--- config.mk ---
export PLATFORM = sky130hd
export DESIGN_NAME = touch_scan_timing_config
export DESIGN_NICKNAME = d
export VERILOG_FILES = /design/src/core/touch_scan_pkg.sv /design/src/core/touch_scan_timing_config.sv
export SDC_FILE = /design/constraint.sdc
export NUM_CORES = 2
export LEC_CHECK = 0
export CAP_MARGIN = 20
export CORE_MARGIN = 5
export CORE_UTILIZATION = 55
export DETAILED_ROUTE_END_ITERATION = 8
export DONT_BUFFER_PORTS = 1
export PLACE_DENSITY = 0.71
export SLEW_MARGIN = 20
export SYNTH_ARGS = -nofsm -noshare
export SYNTH_HDL_FRONTEND = slang
export SYNTH_SLANG_ARGS = --single-unit
--- constraint.sdc ---
create_clock -name mclk -period 8.15 [get_ports mclk]
set_clock_uncertainty 0.15 [all_clocks]
set_input_delay 0.815 -clock mclk [delete_from_list [all_inputs] [get_ports mclk]]
set_output_delay 0.815 -clock mclk [all_outputs]
set_load 0.005 [all_outputs]
--- src/core/touch_scan_pkg.sv ---
// Constants, decode functions and scan states for the touch scan block.
// Assumes a 50 MHz mclk; all long times are counted in 10 us ticks.
package touch_scan_pkg;

  localparam int NCH = 6;

  localparam logic [7:0] OFF_TIMING   = 8'h22;
  localparam logic [7:0] OFF_HOLD     = 8'h23;
  localparam logic [7:0] OFF_AVG      = 8'h24;
  localparam logic [7:0] OFF_RECAL    = 8'h26;
  localparam logic [7:0] OFF_STATUS   = 8'h30;
  localparam logic [7:0] OFF_HOLDFLAG = 8'h31;

  localparam logic [7:0] RST_TIMING = 8'ha4;
  localparam logic [7:0] RST_HOLD   = 8'h07;
  localparam logic [7:0] RST_AVG    = 8'h39;
  localparam logic [7:0] RST_RECAL  = 8'h00;

  localparam int LIMIT_MSB = 7;
  localparam int LIMIT_LSB = 4;
  localparam int RPT_MSB   = 3;
  localparam int RPT_LSB   = 0;
  localparam int PRESS_MSB = 3;
  localparam int PRESS_LSB = 0;
  localparam int AVG_MSB   = 6;
  localparam int AVG_LSB   = 4;
  localparam int SAMP_MSB  = 3;
  localparam int SAMP_LSB  = 2;
  localparam int CYC_MSB   = 1;
  localparam int CYC_LSB   = 0;

  localparam int CLK_HZ          = 50_000_000;
  localparam int TICK_US         = 10;
  localparam int TICK_CYCLES     = CLK_HZ / 1_000_000 * TICK_US;
  localparam int TICKS_PER_MS    = 1000 / TICK_US;
  localparam int STEP_MS         = 35;
  localparam int STEP_TICKS      = STEP_MS * TICKS_PER_MS;
  localparam int SAMP_BASE_US    = 320;
  localparam int SAMP_BASE_TICKS = SAMP_BASE_US / TICK_US;
  localparam int RECAL_MS        = 600;
  localparam int RECAL_TICKS_DEF = RECAL_MS * TICKS_PER_MS;

  localparam int LIMIT_MS [16] = '{560, 840, 1120, 1400, 1680, 2240, 2800,
    3360, 3920, 4480, 5600, 6720, 7840, 8906, 10080, 11200};

  typedef enum logic [1:0] {
    SCAN_IDLE   = 2'b00,
    SCAN_SEEK   = 2'b01,
    SCAN_SAMPLE = 2'b11
  } scan_t;

  function automatic logic [20:0] limit_ticks(input logic [3:0] code);
    return 21'(LIMIT_MS[code] * TICKS_PER_MS);
  endfunction

  function automatic logic [20:0] step_ticks(input logic [3:0] code);
    return 21'((int'(code) + 1) * STEP_TICKS);
  endfunction

  function automatic logic [8:0] samp_ticks(input logic [1:0] code);
    return 9'(SAMP_BASE_TICKS << code);
  endfunction

endpackage

--- src/core/touch_scan_timing_config.sv ---
// Scan timing, averaging, hold timing and forced recalibration for six
// touch inputs. Assumes pads arrive asynchronously on touch_raw; all other
// inputs come from logic on mclk. Registers sit on a plain strobe port.
//
// Functional notes
// - Bits 7:4 of timing register pick how long a touch may be held.
// - Held limit decodes through a sixteen-entry table, 560 to 11200 ms.
// - Held-limit recalibration happens only while the held-limit enable is set.
// - Bits 3:0 pick repeat interval as (n+1) times 35 ms.
// - Second register bits 3:0 hold press threshold, (n+1) times 35 ms.
// - With repeat enabled, touch longer than threshold is press-and-hold, else a plain touch.
// - Press-and-hold with repeat raises event at detect and every interval.
// - Samples per channel per cycle are two to the averaging code.
// - Samples of one channel run back to back, then get averaged.
// - Averaging, sample time and cycle period act only in Active state.
// - Sample time code selects 320 us, 640 us, 1.28 ms or 2.56 ms.
// - Cycle period code selects 35, 70, 105 or 140 ms.
// - Channels sample at cycle start, then idle in low power.
// - Sampling longer than the period stretches the cycle.
// - Only enabled inputs sample; cycle length ignores enable count.
// - Writing a request bit starts recalibration of that input.
// - During recalibration presses are not reported, base count invalid.
// - A press during recalibration makes it invalid.
// - A successful recalibration updates the 10-bit calibration value.
// - Request bit clears itself after a successful recalibration.
// - Held limit and repeat interval are shared by all six inputs.
`timescale 1ns/1ps

module touch_scan_timing_config
  import touch_scan_pkg::*;
#(
  parameter int TICK_CYC    = TICK_CYCLES,
  parameter int RECAL_TICKS = RECAL_TICKS_DEF
) (
  input  wire logic                  mclk,
  input  wire logic                  reset,
  input  wire logic [7:0]            reg_addr,
  input  wire logic [7:0]            reg_wdata,
  input  wire logic                  reg_wr,
  input  wire logic                  reg_rd,
  output logic      [7:0]            reg_rdata,
  input  wire logic                  active_state,
  input  wire logic                  held_limit_enable,
  input  wire logic [NCH-1:0]        input_enable,
  input  wire logic [NCH-1:0]        repeat_enable,
  input  wire logic [NCH-1:0]        touch_raw,
  input  wire logic [9:0]            sample_value,
  output logic                       sample_busy,
  output logic      [2:0]            sample_channel,
  output logic                       low_power,
  output logic                       result_valid,
  output logic      [2:0]            result_channel,
  output logic      [9:0]            result_value,
  output logic      [NCH-1:0]        press_irq,
  output logic      [NCH-1:0]        touch_event,
  output logic      [NCH-1:0]        hold_active,
  output logic      [NCH-1:0]        recal_busy,
  output logic      [NCH-1:0][9:0]   calibration_value
);

  if (TICK_CYC < 1 || TICK_CYC > 512) begin : g_tick_chk
    $error("TICK_CYC must be 1 to 512");
  end
  if (RECAL_TICKS < 1 || RECAL_TICKS > 65535) begin : g_recal_chk
    $error("RECAL_TICKS must be 1 to 65535");
  end

  localparam logic [8:0]  TICK_LAST  = 9'(TICK_CYC - 1);
  localparam logic [15:0] RECAL_LAST = 16'(RECAL_TICKS - 1);
  localparam logic [2:0]  CH_END     = 3'(NCH);

  typedef struct packed {
    logic [7:0]            timing;
    logic [3:0]            press;
    logic [6:0]            avgcfg;
    logic [NCH-1:0]        req;
    logic [7:0]            rdata;
    logic [NCH-1:0]        sync1;
    logic [NCH-1:0]        sync2;
    logic [NCH-1:0]        touched;
    logic [8:0]            tick_cnt;
    logic                  tick;
    logic [NCH-1:0][20:0]  hold_cnt;
    logic [NCH-1:0][20:0]  rpt_cnt;
    logic [NCH-1:0]        is_hold;
    logic [NCH-1:0]        irq;
    logic [NCH-1:0]        tap;
    scan_t                 scan;
    logic [2:0]            ch;
    logic [7:0]            samp_n;
    logic [8:0]            samp_t;
    logic [15:0]           cyc_t;
    logic [16:0]           acc;
    logic                  busy;
    logic                  low_power;
    logic                  res_valid;
    logic [2:0]            res_ch;
    logic [9:0]            res_val;
    logic [NCH-1:0][9:0]   last_res;
    logic [NCH-1:0][9:0]   cal_val;
    logic [NCH-1:0]        run;
    logic [NCH-1:0]        bad;
    logic [15:0]           recal_t;
  } state_t;

  state_t st_ff;
  state_t nxt_st;

  logic [20:0]    limit_t;
  logic [20:0]    rpt_t;
  logic [20:0]    press_t;
  logic [20:0]    cyc_p;
  logic [8:0]     samp_p;
  logic [2:0]     avg_code;
  logic [7:0]     avg_last;
  logic [16:0]    sum;
  logic [NCH-1:0] touch_now;
  logic [NCH-1:0] held_fire;

  assign limit_t   = limit_ticks(st_ff.timing[LIMIT_MSB:LIMIT_LSB]);
  assign rpt_t     = step_ticks(st_ff.timing[RPT_MSB:RPT_LSB]);
  assign press_t   = step_ticks(st_ff.press[PRESS_MSB:PRESS_LSB]);
  assign cyc_p     = step_ticks({2'h0, st_ff.avgcfg[CYC_MSB:CYC_LSB]});
  assign samp_p    = samp_ticks(st_ff.avgcfg[SAMP_MSB:SAMP_LSB]);
  // sample count is two to the code
  assign avg_code  = st_ff.avgcfg[AVG_MSB:AVG_LSB];
  assign avg_last  = 8'((9'h001 << avg_code) - 9'h001);
  assign sum       = st_ff.acc + 17'(sample_value);
  // no presses seen while recalibrating
  // Pending request blanks too, so a spoiled rerun never reports a press
  assign touch_now = st_ff.sync2 & input_enable & ~(st_ff.run | st_ff.req);

  always_comb begin
    logic [NCH-1:0] clr_m;
    clr_m  = '0;
    nxt_st = st_ff;
    nxt_st.irq       = '0;
    nxt_st.tap       = '0;
    nxt_st.res_valid = 1'b0;
    nxt_st.rdata     = 8'h00;
    held_fire        = '0;

    nxt_st.sync1 = touch_raw;
    nxt_st.sync2 = st_ff.sync1;

    if (st_ff.tick_cnt == TICK_LAST) begin
      nxt_st.tick_cnt = 9'h000;
      nxt_st.tick     = 1'b1;
    end else begin
      nxt_st.tick_cnt = st_ff.tick_cnt + 9'h001;
      nxt_st.tick     = 1'b0;
    end

    nxt_st.touched = touch_now;
    for (int i = 0; i < NCH; i++) begin
      if (touch_now[i] && !st_ff.touched[i]) begin
        nxt_st.irq[i]      = 1'b1;
        nxt_st.hold_cnt[i] = '0;
        nxt_st.rpt_cnt[i]  = '0;
        nxt_st.is_hold[i]  = 1'b0;
      end else if (touch_now[i]) begin
        if (st_ff.tick) begin
          if (st_ff.hold_cnt[i] != '1) begin
            nxt_st.hold_cnt[i] = st_ff.hold_cnt[i] + 21'h1;
          end
          // repeat while held
          // Shortened interval wraps at once instead of running to overflow
          if (st_ff.rpt_cnt[i] >= rpt_t - 21'h1) begin
            nxt_st.rpt_cnt[i] = '0;
            nxt_st.irq[i]     = st_ff.is_hold[i];
          end else begin
            nxt_st.rpt_cnt[i] = st_ff.rpt_cnt[i] + 21'h1;
          end
          // held too long asks for recalibration
          held_fire[i] = held_limit_enable &&
                         st_ff.hold_cnt[i] == limit_t;
        end
        if (repeat_enable[i] && st_ff.hold_cnt[i] > press_t) begin
          nxt_st.is_hold[i] = 1'b1;
        end
      end else begin
        // short release is a plain touch
        nxt_st.tap[i]     = st_ff.touched[i] & ~st_ff.is_hold[i];
        nxt_st.is_hold[i] = 1'b0;
      end
    end

    // Cycle timer saturates so a stretched cycle restarts at once
    if (st_ff.tick && st_ff.cyc_t != '1) begin
      nxt_st.cyc_t = st_ff.cyc_t + 16'h0001;
    end

    unique case (st_ff.scan)
      SCAN_IDLE: begin
        // new cycle only when active and period over
        if (active_state && {5'h00, st_ff.cyc_t} >= cyc_p) begin
          nxt_st.scan  = SCAN_SEEK;
          nxt_st.ch    = 3'h0;
          nxt_st.cyc_t = 16'h0000;
        end
      end
      SCAN_SEEK: begin
        if (st_ff.ch == CH_END) begin
          nxt_st.scan = SCAN_IDLE;
        end else if (input_enable[st_ff.ch]) begin
          nxt_st.scan   = SCAN_SAMPLE;
          nxt_st.samp_t = 9'h000;
          nxt_st.samp_n = 8'h00;
          nxt_st.acc    = 17'h00000;
        end else begin
          nxt_st.ch = st_ff.ch + 3'h1;
        end
      end
      SCAN_SAMPLE: begin
        if (st_ff.tick) begin
          if (st_ff.samp_t == samp_p - 9'h001) begin
            // accumulate back to back, then average
            nxt_st.samp_t = 9'h000;
            nxt_st.acc    = sum;
            if (st_ff.samp_n == avg_last) begin
              nxt_st.res_valid          = 1'b1;
              nxt_st.res_ch             = st_ff.ch;
              nxt_st.res_val            = 10'(sum >> avg_code);
              nxt_st.last_res[st_ff.ch] = 10'(sum >> avg_code);
              nxt_st.ch                 = st_ff.ch + 3'h1;
              nxt_st.scan               = SCAN_SEEK;
            end else begin
              nxt_st.samp_n = st_ff.samp_n + 8'h01;
            end
          end else begin
            nxt_st.samp_t = st_ff.samp_t + 9'h001;
          end
        end
      end
    endcase
    nxt_st.busy      = (nxt_st.scan == SCAN_SAMPLE);
    nxt_st.low_power = (nxt_st.scan == SCAN_IDLE);

    if (|st_ff.run) begin
      nxt_st.bad = st_ff.bad | (st_ff.run & st_ff.sync2);
      if (st_ff.tick) begin
        if (st_ff.recal_t == RECAL_LAST) begin
          for (int i = 0; i < NCH; i++) begin
            // good runs store value and clear request
            if (st_ff.run[i] && !nxt_st.bad[i]) begin
              nxt_st.cal_val[i] = st_ff.last_res[i];
              clr_m[i]          = 1'b1;
            end
          end
          nxt_st.run = '0;
        end else begin
          nxt_st.recal_t = st_ff.recal_t + 16'h0001;
        end
      end
    end else if (|st_ff.req) begin
      nxt_st.run     = st_ff.req;
      nxt_st.bad     = '0;
      nxt_st.recal_t = 16'h0000;
    end

    // Software write and held-limit set both beat the automatic clear
    nxt_st.req = st_ff.req & ~clr_m;
    if (reg_wr) begin
      unique case (reg_addr)
        OFF_TIMING: nxt_st.timing = reg_wdata;
        OFF_HOLD:   nxt_st.press  = reg_wdata[3:0];
        OFF_AVG:    nxt_st.avgcfg = reg_wdata[6:0];
        OFF_RECAL:  nxt_st.req    = reg_wdata[NCH-1:0];
        default: ;
      endcase
    end
    nxt_st.req = nxt_st.req | held_fire;

    if (reg_rd) begin
      unique case (reg_addr)
        OFF_TIMING:   nxt_st.rdata = st_ff.timing;
        OFF_HOLD:     nxt_st.rdata = {4'h0, st_ff.press};
        OFF_AVG:      nxt_st.rdata = {1'b0, st_ff.avgcfg};
        OFF_RECAL:    nxt_st.rdata = {2'h0, st_ff.req};
        OFF_STATUS:   nxt_st.rdata = {st_ff.busy, st_ff.low_power, st_ff.run};
        OFF_HOLDFLAG: nxt_st.rdata = {2'h0, st_ff.is_hold};
        default:      nxt_st.rdata = 8'h00;
      endcase
    end
  end

  always_ff @(posedge mclk) begin
    if (reset) begin
      st_ff        <= '0;
      st_ff.timing <= RST_TIMING;
      st_ff.press  <= RST_HOLD[3:0];
      st_ff.avgcfg <= RST_AVG[6:0];
      st_ff.req    <= RST_RECAL[NCH-1:0];
      st_ff.cyc_t  <= 16'hffff;
      st_ff.scan   <= SCAN_IDLE;
      st_ff.low_power <= 1'b1;
    end else begin
      st_ff <= nxt_st;
    end
  end

  assign reg_rdata         = st_ff.rdata;
  assign sample_busy       = st_ff.busy;
  assign sample_channel    = st_ff.ch;
  assign low_power         = st_ff.low_power;
  assign result_valid      = st_ff.res_valid;
  assign result_channel    = st_ff.res_ch;
  assign result_value      = st_ff.res_val;
  assign press_irq         = st_ff.irq;
  assign touch_event       = st_ff.tap;
  assign hold_active       = st_ff.is_hold;
  assign recal_busy        = st_ff.run;
  assign calibration_value = st_ff.cal_val;
endmodule // touch_scan_timing_config

==> metrics <==
M1 WL=about 43000 um; final hold violation count=0; peak supply drop=between 0.15 and 0.2 mV; Die Span X=262.6 um; aggregate global-route resource usage=27.09%; fraction of final layout cells with drive strength greater than 1=5.812%; count of flip-flops with a built-in enable after synthesis=0; number of slew-limit violations in the final report=0; Final Critical Period=7.602 ns; Worst setup SP type=flip-flop; WL met3=roughly 9000 um; number of buffers between clock root and the deepest sink=3; part of the total power dissipated in the clock network=50.9%; critical path endpoint category=flip-flop; average routed wire per standard cell=approximately 20 um; Post-CTS Setup Repair Bufs=0; R2R Path Start=st_ff[542]$_SDFFE_PP0P_; overall die height=262.6 um; TritonCTS clock tree=done; number of storage elements in the synthesis netlist=550; Clock Latency Late Sink=0.63 ns; number of buffers added by the clock tree synthesis step=60; Synth Flop Type=dfxtp_1; I/O pin total=161; result of the run=finished clean; cell count after synthesis=approximately 4100; met2 WL=between 40000 and 50000 um; Logic pwr share=4.1%; global-route wire length before repair=152900 um; Yosys cell types=98; total grt overflow=0; net count after synthesis=4550; worst-path cell with the longest stage delay=or3_1; share of total power consumed by net switching=22.45%; largest net degree at the start of global routing=209; fraction of registers with async set/reset=0%; Crit path arrival time=7.93 ns; area occupied by registers=0.01101 sq mm; Layout area overhead=6.816%; CTS root buf=clkbuf_16; area leader, netlist=dfxtp_1; initial antenna violation count=8; Final Setup Violations=0; clk sink count=550; worst reg2reg endpoint=st_ff[248]$_SDFFE_PP0P_; via count of the first global-routing pass=27026; Worst R2R Setup Slack=0.55 ns; clock transition time at the flip-flop clock pins of the worst setup and hold paths=roughly 0.060 ns; transition time at the pin with the least slew margin=between 1 and 1.5 ns; mean instance size in the synthesized netlist=8.515 sq um; Vias per Instance=roughly 6; remaining max-slew budget at the tightest pin=a little under a quarter; Worst Setup Path Type=reg2reg; PostCTS Resize Cnt=0; area inside the core boundary=between 0.06 and 0.07 sq mm; register area share after synthesis=31.37%; fin nets=4406; Hold Path Stages=1; post-route insts no fill=between 4000 and 5000; Leak=15.54 nW; placed instance count=4761; Starting Density=55.54%; Final Power=0.006071 W; Initial DRT Pass Iterations=6; startpoint of the lowest-slack hold path=reset; Hold Slack=~0.13 ns; category of cells accounting for the largest share of critical-path delay=adder cells; initial drt markers=2725; level count of the clock H-tree=2; max-cap check violation count=0; remaining design rule violation count=0; fillers=5614; via total after detailed routing=29264; post-detail-place hpwl=71530 um; highest metal used=met5; r2r worst-path depth=25; share of power burned in registers=~45%; most frequent cell on the critical path=ha_1; standard-cell rows=92; proportion of netlist area held by the largest area contributor=about a third; Power per Cell Area=161.9 mW/mm^2; Hold Crit Endpoint=avg_code[2]$_SDFFE_PP0P_; die area=0.06897 sq mm; setup repair after global routing missed its margin=no; final worst path period share=93.28%; most area-consuming cells after synthesis=dfxtp_1, ha_1, xor2_1; wire length reported by the detailed router=98140 um; critical path peak fanout=24; remaining antenna violation count after routing=0; count of buffering cells on the critical path with inverters included=3; data required time at the worst endpoint=about 8.5 ns; switching component of the power=0.001363 W; FMAX=131.5 MHz; cell area after synthesis=~0.035 sq mm; number of warnings printed during yosys synthesis=0; internal power component=0.004708 W; footprint of the multi-input gates=0.02222 sq mm; input/output buffers=0; final estimated routing congestion in global placement=between 0.9 and 1; sum of negative setup slack=0 ns; cts hold-fix bufs=0; CP max stage delay=between 0.7 and 0.8 ns; worst hold-check path type=in2reg
## cell families (layout without fill, tap and decap cells)
family | Yosys count | count (layout) | share of synthesized area, %
xor+xnor | 427 | 427 | 10.79
compound gates | 669 | 669 | 12.64
other cells | 0 | 3 | 0
simple gates | 1586 | 1586 | 22.20
buf+inv | 399 | 303 | 5.543
mux | 111 | 111 | 3.401
fa+ha+maj | 380 | 380 | 14.05
flops | 550 | 550 | 31.37
## how the worst max path moves through the flow
stage / startpoint / end / cells after the start / slack (ns)
global placement: st_ff[542]$_SDFFE_PP0P_ / st_ff[323]$_SDFFE_PP0P_ / 22 / 0.62
global route: st_ff[542]$_SDFFE_PP0P_ / st_ff[339]$_SDFFE_PP0P_ / 22 / 0.02
detailed placement: st_ff[542]$_SDFFE_PP0P_ / st_ff[329]$_SDFFE_PP0P_ / 22 / 0.41
finish: st_ff[542]$_SDFFE_PP0P_ / st_ff[248]$_SDFFE_PP0P_ / 25 / 0.55
CTS: st_ff[542]$_SDFFE_PP0P_ / st_ff[329]$_SDFFE_PP0P_ / 22 / 0.43
floorplan: st_ff[542]$_SDFFE_PP0P_ / st_ff[237]$_SDFFE_PP0P_ / 25 / 1.57
## cells in the final DEF (no fill, tap or decap), types with 103 or more instances in the layout
cell and n:
nand3_1 206, nor2_1 517, nand2_1 286, dfxtp_1 550, o21ai_0 107, a21oi_1 189, inv_1 135, xnor2_1 178
ha_1 354, xor2_1 242, nand4_1 103
## per-stage QoR
| step | util (%) | instance area, sq um | setup slack [ns] |
|---|---|---|---|
| after floorplan | - | 35100 | 1.573 |
| after global placement | 55.63 | 35160 | 0.6235 |
| after detailed placement | 55.66 | 35170 | 0.4062 |
| after CTS | 59.25 | 37440 | 0.4299 |
| after global routing | 59.31 | 37480 | 0.01838 |
| final | 59.32 | 37490 | 0.5480 |
## power by group through the flow
stage                     Combinational [W]  Sequential, W  Clock [W]
after global routing               0.000270        0.00273    0.00325
after global placement             0.000238        0.00279          0
after detailed placement           0.000240        0.00279          0
after CTS                          0.000243        0.00273    0.00313
final                              0.000247        0.00273    0.00309
after floorplan                    0.000195        0.00278          0
## synth_stat cells, types with 103 or more instances
cell      count
dfxtp_1     550
nor2_1      517
ha_1        354
nand2_1     286
xor2_1      243
nand3_1     206
a21oi_1     189
xnor2_1     181
inv_1       136
clkbuf_1    132
o21ai_0     110
buf_4       108
nor3_1      104
nand4_1     103
## area by class of cell
class / instances / share of cell area, %
Multi-Input combinational cell: 3173 / 59.26
Timing Repair Buffer: 54 / 1.081
Sequential cell: 550 / 29.37
Clock inverter: 30 / 1.395
Clock buffer: 80 / 4.662
Tap cell: 846 / 2.823
Antenna cell: 3 / 0.02002
Inverter: 139 / 1.392
## metal layers
layer	GRT usage [%]	up-vias
li1	-	14242
met1	37.18	13918
met2	42.41	925
met3	6.610	177
met4	8.409	2
met5	0	-
Power figures use the tool's default switching activity.
